===== config.mk =====
export PLATFORM = sky130hd
export DESIGN_NAME = dps_sequencer
export DESIGN_NICKNAME = d
export VERILOG_FILES = /design/src/verilog/dps_sequencer.v
export VERILOG_INCLUDE_DIRS = /design/src /design/src/pkg
export SDC_FILE = /design/constraint.sdc
export NUM_CORES = 1
export LEC_CHECK = 0
export BUFFER_PORTS_ARGS = -buffer_cell sky130_fd_sc_hd__buf_2
export CORE_AREA = 2 2 192 194
export CTS_CLUSTER_SIZE = 16
export DETAILED_ROUTE_END_ITERATION = 8
export DIE_AREA = 0 0 194 196
export GPL_ROUTABILITY_DRIVEN = 1
export MAX_ROUTING_LAYER = met4
export SLEW_MARGIN = 30
export SYNTH_ARGS = -nofsm -noshare
export SYNTH_HDL_FRONTEND = slang
export SYNTH_SLANG_ARGS = --single-unit

===== constraint.sdc =====
create_clock -name clk_i -period 4.4 [get_ports clk_i]
set_input_delay 0 -clock clk_i [delete_from_list [all_inputs] [get_ports clk_i]]
set_output_delay 0 -clock clk_i [all_outputs]
set_load 0.03 [all_outputs]

===== src/pkg/dps_defs.vh =====
// Constants for the drive power-up and configuration sequencer.
// Assumes a 200 MHz clock and a 32-bit classic Wishbone register bus.
`ifndef DPS_DEFS_VH
`define DPS_DEFS_VH

// ----------------------------------------
// Register byte offsets
// ----------------------------------------
`define DPS_REG_CTRL       8'h00
`define DPS_REG_STATUS     8'h04
`define DPS_REG_GEOM       8'h08
`define DPS_REG_TARGET     8'h0C
`define DPS_REG_PERIOD     8'h10
`define DPS_REG_DRIVE      8'h14

// ----------------------------------------
// Control register fields
// ----------------------------------------
`define DPS_CTRL_START     0
`define DPS_CTRL_BUSOK     1
`define DPS_CTRL_REGOK     2
`define DPS_CTRL_RAMOK     3
`define DPS_CTRL_BUFOK     4
`define DPS_CTRL_SAOK      5
`define DPS_CTRL_CALOK     6
`define DPS_CTRL_FAIL      7
`define DPS_CTRL_RESET     32'h0000_0000

// ----------------------------------------
// Geometry and speed figures
// ----------------------------------------
`define DPS_CLIP_CYL       16'h0FFC
`define DPS_CLIP_HEADS     8'h10
`define DPS_CLIP_SECT      8'h3F
`define DPS_FULL_CYL       16'hFFFF
`define DPS_FULL_HEADS     8'h10
`define DPS_FULL_SECT      8'h3F
`define DPS_RATED_RPM      32'h0000_1C20
`define DPS_CLK_HZ         32'h0BEB_C200
// One revolution at rated speed, in clock cycles: 60 * f / rpm.
// The product overflows 32-bit arithmetic, so the quotient 1,666,666 is given directly.
`define DPS_REV_CYCLES     32'h0019_6E6A
`define DPS_SPEED_TOL      32'h0000_4000
`define DPS_DRIVE_STEP     16'h0010

`endif


===== src/verilog/dps_sequencer.v =====
// Power-up sequencer, strap decode and spindle speed loop for a drive.
// Assumes straps and the back-EMF or servo-mark pulse are synchronous to clk_i.
//
// The Wishbone interface to the registers and the address map are this design's own decisions.
`timescale 1ns/100ps
`include "dps_defs.vh"

module dps_sequencer (
    input  wire        clk_i,
    input  wire        rst_i,
    input  wire        csel_mode_i,
    input  wire        csel_i,
    input  wire        jumper_slave_i,
    input  wire        jumper_clip_i,
    input  wire        jumper_slave_present_i,
    input  wire        speed_pulse_i,
    input  wire        wb_cyc_i,
    input  wire        wb_stb_i,
    input  wire        wb_we_i,
    input  wire [7:0]  wb_adr_i,
    input  wire [3:0]  wb_sel_i,
    input  wire [31:0] wb_dat_i,
    output reg  [31:0] wb_dat_o,
    output reg         wb_ack_o,
    output reg         is_slave_o,
    output reg         assume_slave_o,
    output reg         spindle_on_o,
    output reg  [15:0] spindle_drive_o,
    output reg         bus_response_o,
    output reg         head_actuator_motor_o,
    output reg         system_area_seek_o,
    output reg         calibrate_o,
    output reg         ready_o,
    output reg         fail_o
);

    // ----------------------------------------
    // States
    // ----------------------------------------
    localparam [3:0] ST_IDLE  = 4'h0;
    localparam [3:0] ST_BUS   = 4'h1;
    localparam [3:0] ST_REG   = 4'h2;
    localparam [3:0] ST_RAM   = 4'h3;
    localparam [3:0] ST_BUF   = 4'h4;
    localparam [3:0] ST_SPIN  = 4'h5;
    localparam [3:0] ST_SA    = 4'h6;
    localparam [3:0] ST_CAL   = 4'h7;
    localparam [3:0] ST_READY = 4'h8;
    localparam [3:0] ST_FAIL  = 4'h9;

    reg  [3:0]  state;
    reg  [31:0] ctrl;
    reg  [31:0] target_period;
    reg  [31:0] period_cnt;
    reg  [31:0] last_period;
    reg         pulse_q;
    reg         at_speed;
    reg         straps_taken;
    reg  [31:0] next_rdata;
    wire        wb_req;
    wire        wb_wr;
    wire        pulse_rise;

    // Word-aligned decode shared by read and write paths.
    function hit;
        input [7:0] adr;
        input [7:0] off;
        begin
            hit = (adr[7:2] == off[7:2]);
        end
    endfunction

    function [31:0] merge;
        input [31:0] old;
        input [31:0] dat;
        input [3:0]  sel;
        integer k;
        begin
            merge = old;
            for (k = 0; k < 4; k = k + 1) begin
                if (sel[k]) begin
                    merge[k*8 +: 8] = dat[k*8 +: 8];
                end
            end
        end
    endfunction

    assign wb_req     = wb_cyc_i & wb_stb_i & ~wb_ack_o;
    assign wb_wr      = wb_cyc_i & wb_stb_i & wb_we_i & wb_ack_o;
    assign pulse_rise = speed_pulse_i & ~pulse_q;

    // ----------------------------------------
    // Wishbone slave
    // ----------------------------------------
    // Unmapped addresses are acknowledged and read as zero; writes to them are dropped.
    always @* begin
        next_rdata = 32'h0000_0000;
        if (hit(wb_adr_i, `DPS_REG_CTRL)) begin
            next_rdata = ctrl;
        end else if (hit(wb_adr_i, `DPS_REG_STATUS)) begin
            next_rdata = {16'h0000, 4'h0, state, ready_o, fail_o, at_speed, calibrate_o,
                          system_area_seek_o, head_actuator_motor_o, bus_response_o, spindle_on_o};
        end else if (hit(wb_adr_i, `DPS_REG_GEOM)) begin
            if (jumper_clip_i) begin
                next_rdata = {`DPS_CLIP_CYL, `DPS_CLIP_HEADS, `DPS_CLIP_SECT};
            end else begin
                next_rdata = {`DPS_FULL_CYL, `DPS_FULL_HEADS, `DPS_FULL_SECT};
            end
        end else if (hit(wb_adr_i, `DPS_REG_TARGET)) begin
            next_rdata = target_period;
        end else if (hit(wb_adr_i, `DPS_REG_PERIOD)) begin
            next_rdata = last_period;
        end else if (hit(wb_adr_i, `DPS_REG_DRIVE)) begin
            next_rdata = {16'h0000, spindle_drive_o};
        end
    end

    always @(posedge clk_i) begin
        if (rst_i) begin
            wb_ack_o      <= 1'b0;
            wb_dat_o      <= 32'h0000_0000;
            ctrl          <= `DPS_CTRL_RESET;
            target_period <= `DPS_REV_CYCLES;
        end else begin
            wb_ack_o <= wb_req;
            if (wb_req) begin
                wb_dat_o <= next_rdata;
            end
            // Writes land on the edge where the master sees ack.
            // A request withdrawn before its answer leaves the registers untouched.
            if (wb_wr && hit(wb_adr_i, `DPS_REG_CTRL)) begin
                ctrl <= merge(ctrl, wb_dat_i, wb_sel_i);
            end
            if (wb_wr && hit(wb_adr_i, `DPS_REG_TARGET)) begin
                target_period <= merge(target_period, wb_dat_i, wb_sel_i);
            end
        end
    end

    // ----------------------------------------
    // Strap decode
    // ----------------------------------------
    // Straps are caught once after reset release, as jumpers are not meant to change live.
    always @(posedge clk_i) begin
        if (rst_i) begin
            straps_taken   <= 1'b0;
            is_slave_o     <= 1'b0;
            assume_slave_o <= 1'b0;
        end else if (!straps_taken) begin
            straps_taken <= 1'b1;
            if (csel_mode_i) begin
                is_slave_o <= csel_i;
            end else begin
                is_slave_o <= jumper_slave_i;
            end
            assume_slave_o <= jumper_slave_present_i &
                              (csel_mode_i ? ~csel_i : ~jumper_slave_i);
        end
    end

    // ----------------------------------------
    // Spindle speed loop
    // ----------------------------------------
    // A plain bang-bang step keeps the loop small; firmware may trim the target period.
    always @(posedge clk_i) begin
        if (rst_i) begin
            pulse_q         <= 1'b0;
            period_cnt      <= 32'h0000_0000;
            last_period     <= 32'h0000_0000;
            at_speed        <= 1'b0;
            spindle_drive_o <= 16'h0000;
        end else begin
            pulse_q <= speed_pulse_i;
            if (!spindle_on_o) begin
                period_cnt      <= 32'h0000_0000;
                at_speed        <= 1'b0;
                spindle_drive_o <= 16'h0000;
            end else if (pulse_rise) begin
                period_cnt  <= 32'h0000_0000;
                last_period <= period_cnt;
                at_speed    <= (period_cnt + `DPS_SPEED_TOL >= target_period) &&
                               (period_cnt <= target_period + `DPS_SPEED_TOL);
                // The ceiling stops one step short of the top so the drive never wraps to zero.
                if (period_cnt > target_period && spindle_drive_o < 16'hFFF0) begin
                    spindle_drive_o <= spindle_drive_o + `DPS_DRIVE_STEP;
                end else if (period_cnt < target_period && spindle_drive_o >= `DPS_DRIVE_STEP) begin
                    spindle_drive_o <= spindle_drive_o - `DPS_DRIVE_STEP;
                end
            end else if (period_cnt != 32'hFFFF_FFFF) begin
                period_cnt <= period_cnt + 32'h0000_0001;
            end
        end
    end

    // ----------------------------------------
    // Power-on sequence
    // ----------------------------------------
    // Each step except ST_SPIN, which waits for at_speed, waits for firmware to report its outcome through the control register.
    always @(posedge clk_i) begin
        if (rst_i) begin
            state                 <= ST_IDLE;
            spindle_on_o          <= 1'b0;
            bus_response_o        <= 1'b0;
            head_actuator_motor_o <= 1'b0;
            system_area_seek_o    <= 1'b0;
            calibrate_o           <= 1'b0;
            ready_o               <= 1'b0;
            fail_o                <= 1'b0;
        end else begin
            case (state)
                ST_IDLE: begin
                    if (ctrl[`DPS_CTRL_START] && straps_taken) begin
                        state <= ST_BUS;
                    end
                end
                ST_BUS: begin
                    if (ctrl[`DPS_CTRL_FAIL]) begin
                        state <= ST_FAIL;
                    end else if (ctrl[`DPS_CTRL_BUSOK]) begin
                        state <= ST_REG;
                    end
                end
                ST_REG: begin
                    if (ctrl[`DPS_CTRL_FAIL]) begin
                        state <= ST_FAIL;
                    end else if (ctrl[`DPS_CTRL_REGOK]) begin
                        state <= ST_RAM;
                    end
                end
                ST_RAM: begin
                    if (ctrl[`DPS_CTRL_FAIL]) begin
                        state <= ST_FAIL;
                    end else if (ctrl[`DPS_CTRL_RAMOK]) begin
                        spindle_on_o   <= 1'b1;
                        bus_response_o <= 1'b1;
                        state          <= ST_BUF;
                    end
                end
                ST_BUF: begin
                    if (ctrl[`DPS_CTRL_FAIL]) begin
                        state <= ST_FAIL;
                    end else if (ctrl[`DPS_CTRL_BUFOK]) begin
                        state <= ST_SPIN;
                    end
                end
                ST_SPIN: begin
                    if (at_speed) begin
                        head_actuator_motor_o <= 1'b1;
                        system_area_seek_o    <= 1'b1;
                        state                 <= ST_SA;
                    end
                end
                ST_SA: begin
                    if (ctrl[`DPS_CTRL_SAOK]) begin
                        system_area_seek_o <= 1'b0;
                        calibrate_o        <= 1'b1;
                        state              <= ST_CAL;
                    end
                end
                ST_CAL: begin
                    if (ctrl[`DPS_CTRL_CALOK]) begin
                        calibrate_o <= 1'b0;
                        ready_o     <= 1'b1;
                        state       <= ST_READY;
                    end
                end
                ST_READY: begin
                    state <= ST_READY;
                end
                ST_FAIL: begin
                    spindle_on_o   <= 1'b0;
                    ready_o        <= 1'b0;
                    fail_o         <= 1'b1;
                    state          <= ST_FAIL;
                end
                default: begin
                    state <= ST_IDLE;
                end
            endcase
        end
    end

endmodule

==> key figures, run 1 <==
Die
  • Die W: 194 µm
  • Die Area: 38020 µm²
  • Row count: 70
  • Ports: 113
  • Die height: 196 µm
  • Core Footprint: 36080 µm²
  • Initial core utilization: 0.2951

STA
  • Max frequency: 0.2808 GHz
  • Worst Tran Pin Value: 979.0 ps
  • Final period util: 0.8095
  • Slew HR: 0.3452
  • Setup TNS: 0 ps
  • RSZ-0062 raised after global routing: false
  • Setup Viol. Count Final: 0
  • Fin. max-slew vios: 0
  • Hold Slack: 65.58 ps
  • Period minus WS final: 3562 ps
  • Clock skew: 14.86 ps
  • Hold Violations, Final: 0

Finish
  • Diodes inserted: 0
  • Fillers: 3795
  • Share of cells above drive strength 1: 0.1158
  • Final nets: 1577
  • Final core occ: 0.3509
  • Area delta synth->final: 18.91%

Clocking
  • H-tree levels: 4
  • Hold_buf cts: 43
  • Postcts setup bufs: 0
  • Maximum clock path buffer count: 2
  • Clock Latency Late Sink: 450 ps
  • CTS Buf Count: 17
  • Clock-pin transition on the worst setup and hold timing paths: 70 ps
  • CTS root buf: clkbuf_16
  • # clock sinks: 189
  • CTS tree: done
  • Post-cts gate resize count: 0

Worst setup path
  • Slowest Stage Delay on Critical Path: 550 ps
  • Crit path DAT: 3890 ps
  • Crit-path slowest cell: dfxtp_1
  • CP max FO: 9
  • Req. time, crit path: 4730 ps
  • Crit-path cells: nand3_1 -> or3_1 -> nor3_1 -> and3_1 -> and3_1 -> xor2_1 -> ha_1 -> a21oi_1 -> o21ai_0 -> a21o_1 -> a21oi_1 -> o21ai_0 -> a32o_1
  • Critical Path Sink Type: flip-flop
  • Critical path class: flip-flop to flip-flop
  • R2R depth: 13
  • Startpoint Class: flip-flop

GRT
  • Antenna violations before repair: 0
  • GR Util met1: 0.2356
  • Vias in the first global route: 9688
  • Met3 Track Usage GR: 0.03060
  • Gr busiest metal: met2
  • GR Overflow Total: 0
  • First-pass GRT wire length: 53560 µm
  • All-Layer GR Usage: 0.1807
  • M2 GR Usage: 0.2879
  • Largest net degree at the start of global routing: 72

Logic synthesis
  • Top_reg_cell synth: dfxtp_1
  • Syn. warnings: 0
  • Number of synthesized register bits: 189
  • Synth top area share: 0.3553
  • Number of synthesized flops with an enable pin: 0
  • Syn Inst Count: 1347
  • Post-synthesis async set-or-reset flop share: 0
  • Yosys cell types: 65
  • Post-synth top area cell: dfxtp_1
  • Most instantiated cells after synthesis: nand2_1, dfxtp_1, nor2_1, a21oi_1, clkbuf_1
  • Synth area leaders: dfxtp_1, ha_1, nand2_1
  • Syn_area_per_cell: 7.905 µm²
  • Cell Area, Synth: 10650 µm²
  • Count leader, synth: nand2_1
  • Sequential-to-total area share from yosys stat: 0.3553

Drt
  • Detailed-route via count: 10.15k
  • Vias per std cell: 5.263
  • Post-DRT Antenna Nets: 0
  • TritonRoute pass-1 iters: 7
  • Remaining routing DRC violations: 0
  • Per-cell routed wire length: 17.44 µm
  • Final WL: 33620 µm
  • DR iter-0 viols: 724

Pwr
  • Leak: 5.202 nW
  • Peak supply drop: 0.2597 mV
  • PwrDens: 302.0 nW/µm²

Hold path
  • Hold path depth: 2
  • Worst hold path type: input port to flip-flop

Place
  • DPL Wire Length: 24780 µm
  • Port bufs: 106
  • Placer Congestion: 0.8738

Flow run
  • Max-cap check violation count: 0

Run status
  • Outcome: finished, final reports clean
path summary, 6_finish.rpt:
path | end | from | slack [ps]
max | at_speed | period_cnt[17] | 840
min reg2reg | ctrl[20] | ctrl[20] | 460
min | target_period[17] | rst_i | 70
max reg2reg | at_speed | period_cnt[17] | 840
layout by cell type, fill, tap and decap left out, drive strengths merged, types with 31 or more instances in the layout:
cell / n
nand2: 190
dfxtp: 189
nor2: 146
a21oi: 133
buf: 122
ha: 74
nand3: 60
mux2i: 55
inv: 48
nor3: 48
dlygate4sd3: 43
nand4: 33
o21ai: 33
a221oi: 32
xnor2: 31
registers in the layout, indices dropped and copies added, names as in the netlist, 4 cells and up:
name,cells
ctrl,32
last_period,32
period_cnt,32
spindle_drive_o,12
state,4
target_period,32
wb_dat_o,32
layout make-up:
cell class | count | area (µm²) | share of cell area
clock buffer | 22 | 484.2 | 0.03824
clock inverter | 9 | 181.4 | 0.01433
inverter | 47 | 176.4 | 0.01393
multi-input combinational | 1028 | 6366 | 0.5028
sequential | 189 | 3784 | 0.2988
tap | 468 | 585.6 | 0.04625
timing repair buffer | 165 | 1084 | 0.08558
per-stage QoR:
step | cell area (µm²) | setup WS (ps) | total power, mW | std cells
6_report | 12660 | 838.2 | 3.824 | 1928
5_1_grt | 12660 | 551.2 | 3.942 | 1928
4_1_cts | 12660 | 822.7 | 3.842 | 1928
3_5_place_dp | 11560 | 853.7 | 2.061 | 1854
3_3_place_gp | 11560 | 878.5 | 2.057 | 1854
2_1_floorplan | 10660 | 1302 | 1.966 | 1350
power by group:
part / internal (mW) / switching [mW] / total (mW)
clock network: 1.07 / 0.699 / 1.77
logic: 0.106 / 0.189 / 0.295
registers: 1.73 / 0.0260 / 1.76
per-layer routing:
| layer | vias to the layer above | part of all wire |
|---|---|---|
| li1 | 4948 | - |
| met1 | 4840 | 0.47 |
| met2 | 309 | 0.46 |
| met3 | 51 | 0.052 |
| met4 | 0 | 0.024 |
| met5 | - | 0 |
critical path, delay by kind of cell (launching register included):
kind	cells	cell delay, ps
compound gates	6	970
xor+xnor	1	170
fa+ha+maj	1	280
flops	1	550
simple gates	5	1470
logic make-up after synthesis:
group / count (synthesis) / share of synthesized area
compound gates: 280 / 0.1646
other cells: 1 / 0.0003522
buf+inv: 133 / 0.04947
simple gates: 555 / 0.2422
fa+ha+maj: 74 / 0.08696
flops: 189 / 0.3553
mux: 55 / 0.05170
xor+xnor: 60 / 0.04935
No activity file was read; power rests on OpenSTA's default activity.
==> run 2: changes to the inputs <==
- ABC_AREA: unset -> 1
- CORE_AREA: 2 2 192 194 -> 2 2 195 197
- DIE_AREA: 0 0 194 196 -> 0 0 197 199
- clock period: 4.4 -> 3.35 ns (I/O delays scaled with it)
==> key figures, run 2 <==
Run status
  • Outcome: finished, final reports clean

Logic synthesis
  • Post-synthesis async set-or-reset flop share: 0 (unchanged)
  • Cell Area, Synth: 11030 µm² (+3.6%)
  • Syn. warnings: 0 (unchanged)
  • Yosys cell types: 46 (-29%)
  • Post-synth top area cell: dfxtp_1
  • Sequential-to-total area share from yosys stat: 0.3431 (-0.01226)
  • Syn Inst Count: 1554 (+15%)
  • Number of synthesized register bits: 189 (unchanged)
  • Syn_area_per_cell: 7.097 µm² (-10%)
  • Most instantiated cells after synthesis: nand2_1, inv_1, a21oi_1, dfxtp_1, o21ai_0
  • Synth top area share: 0.3431 (-0.01226)
  • Count leader, synth: nand2_1
  • Number of synthesized flops with an enable pin: 0 (unchanged)
  • Top_reg_cell synth: dfxtp_1
  • Synth area leaders: dfxtp_1, a21oi_1, nand2_1

Finish
  • Fillers: 3953 (+4.2%)
  • Most frequent cells in the layout: nand2_1, a21oi_1, inv_1
  • Final core occ: 0.3520 (+0.001111)
  • Share of cells above drive strength 1: 0.1269 (+0.01117)
  • Diodes inserted: 0 (unchanged)
  • Final nets: 1810 (+15%)
  • Area delta synth->final: 18.52%
  • Final instance area: 13070 µm² (+3.2%)
  • Commonest non-fill, non-tap cell in the layout: nand2_1

Drt
  • Final WL: 34930 µm (+3.9%)
  • DR iter-0 viols: 763 (+5.4%)
  • Vias per std cell: 4.992 (-5.2%)
  • Per-cell routed wire length: 16.11 µm (-7.6%)
  • Remaining routing DRC violations: 0 (unchanged)
  • TritonRoute pass-1 iters: 5 (-2)
  • Detailed-route via count: 10.82k (+6.6%)
  • Post-DRT Antenna Nets: 0 (unchanged)

Worst setup path
  • Startpoint Class: flip-flop
  • Critical path class: flip-flop to flip-flop
  • Cell family with most CP delay: simple AND/OR/NAND/NOR gates
  • CP max FO: 5 (-4)
  • Req. time, crit path: 3710 ps (-1020 ps)
  • Worst Path Buf+Inv: 1 (+1)
  • Slowest Stage Delay on Critical Path: 420 ps (-130 ps)
  • Crit-path slowest cell: dfxtp_1
  • Critical Path Sink Type: flip-flop
  • Crit-path most repeated cell: nand2_1
  • Crit-path cells: ha_1 -> nand3_1 -> nor2_1 -> nand3_1 -> nor4_1 -> buf_4 -> nand4_1 -> xor2_1 -> ha_1 -> nand2_1 -> nor2_1 -> nand2_1 -> nor4_2 -> nand2_1 -> nand3_1 -> nand2_1 -> nand3_1 -> nand2_1
  • Crit path DAT: 3270 ps (-620 ps)

Die
  • Core Footprint: 37130 µm² (+2.9%)
  • Row count: 71 (+1.4%)
  • Die Area: 39200 µm² (+3.1%)
  • Die W: 197 µm (+1.5%)
  • Initial core utilization: 0.2970 (+0.001911)
  • Ports: 113 (unchanged)
  • Die height: 199 µm (+1.5%)

Flow run
  • Max-cap check violation count: 0 (unchanged)

STA
  • Fin. max-slew vios: 0 (unchanged)
  • Worst Tran Pin Value: 817.0 ps (-162.0 ps)
  • Setup TNS: 0 ps (unchanged)
  • Hold Slack: 18.41 ps (-47.16 ps)
  • Period minus WS final: 2915 ps (-646.4 ps)
  • RSZ-0062 raised after global routing: false
  • Setup Viol. Count Final: 0 (unchanged)
  • Slew HR: 0.4546 (+0.1094)
  • Final period util: 0.8703 (+0.06078)
  • Max frequency: 0.3430 GHz (+22%)
  • Clock skew: 12.43 ps (-2.428 ps)
  • Hold Violations, Final: 0 (unchanged)

Pwr
  • PwrDens: 369.1 nW/µm² (+22%)
  • Peak supply drop: 0.3036 mV (+17%)
  • Leak: 5.614 nW (+7.9%)

Clocking
  • CTS root buf: clkbuf_16
  • CTS tree: done
  • Clock-pin transition on the worst setup and hold timing paths: 80 ps (about the same)
  • CTS Buf Count: 17 (unchanged)
  • # clock sinks: 189 (unchanged)
  • Clock Latency Late Sink: 450 ps (about the same)
  • H-tree levels: 4 (unchanged)
  • Postcts setup bufs: 0 (unchanged)
  • Maximum clock path buffer count: 2 (unchanged)

Place
  • Port bufs: 106 (unchanged)
  • Placer Congestion: 0.8944 (+2.4%)
  • DP Area: 12070 µm² (+4.4%)
  • DPL Wire Length: 26580 µm (+7.2%)

GRT
  • Antenna violations before repair: 0 (unchanged)
  • GR Util met1: 0.2339 (-0.001628)
  • M2 GR Usage: 0.3049 (+0.01707)
  • Met3 Track Usage GR: 0.02509 (-0.005507)
  • GR Overflow Total: 0 (unchanged)
  • Vias in the first global route: 10.41k (+7.4%)
  • Gr busiest metal: met2
  • All-Layer GR Usage: 0.1837 (+0.003030)
  • Largest net degree at the start of global routing: 60 (-17%)
  • First-pass GRT wire length: 55340 µm (+3.3%)

Hold path
  • Worst hold path type: input port to flip-flop
==> run 2: cell types whose count changed after synthesis, moves of 32 or more <==
cell / change
clkbuf_1: -32
a21oi_1: +66
xor2_1: +33
inv_1: +153
nand2_1: +59
mux2i_1: -55
o21ai_0: +118
==> run 2: layout make-up <==
| class | instances | area (µm²) | share of cell area |
|---|---|---|---|
| tap | 474 | 593.1 | 0.04538 |
| clock inverter | 15 | 177.7 | 0.01359 |
| multi-input combinational | 1090 | 6177 | 0.4726 |
| timing repair buffer | 168 | 1106 | 0.08463 |
| sequential | 189 | 3784 | 0.2895 |
| inverter | 215 | 807.0 | 0.06175 |
| clock buffer | 17 | 425.4 | 0.03255 |
==> run 2: worst min-delay path, stage by stage <==
cell and delay (ps):
buf_2 80, nand2_1 150, o21ai_0 130, a21oi_1 70
==> run 2: power breakdown <==
group / switching [mW] / internal [mW] / leakage, nW
clock: 1.01 / 1.12 / 0.278
combinational: 0.255 / 0.138 / 3.81
sequential: 0.0253 / 2.28 / 1.53
==> run 2: metrics by stage <==
stage | setup WS [ps] | std cells | total power [mW]
after floorplan | 603.8 | 1557 | 2.583
after global placement | 383.0 | 2097 | 2.707
after detailed placement | 383.6 | 2097 | 2.707
after CTS | 358.1 | 2168 | 4.849
after global routing | 36.07 | 2168 | 4.998
final | 434.5 | 2168 | 4.824
==> run 2: kinds of logic after synthesis <==
group / Yosys count / share of synthesized area
xor gates and xnor gates: 72 / 0.05718
and+or+nand+nor: 516 / 0.2083
DFF: 189 / 0.3431
other: 1 / 0.0003400
buffers and inverters: 278 / 0.09859
AOI/OAI and AO/OA: 424 / 0.2085
adders and majority gates: 74 / 0.08396
==> run 2: final timing paths <==
path                           from      endpoint  slack (ps)  depth (start not counted)
setup / recovery  target_period[14]      at_speed         430                         18
hold reg to reg            ctrl[24]      ctrl[24]         450                          2
setup reg to reg  target_period[14]      at_speed         430                         18
hold / removal        jumper_clip_i  wb_dat_o[30]          20                          4
==> run 2: metal layers <==
layer,wire [µm],up-vias
met1,16370,5068
li1,-,5431
met3,1615,48
met2,16240,275
met4,699,0
met5,0,-
==> run 2: what timing repair did <==
item                                    CTS  global route
endpoints found under the hold margin    79             0
endpoints found under the setup margin    0             1
gates resized for setup                   0             1
hold buffers                             39             0
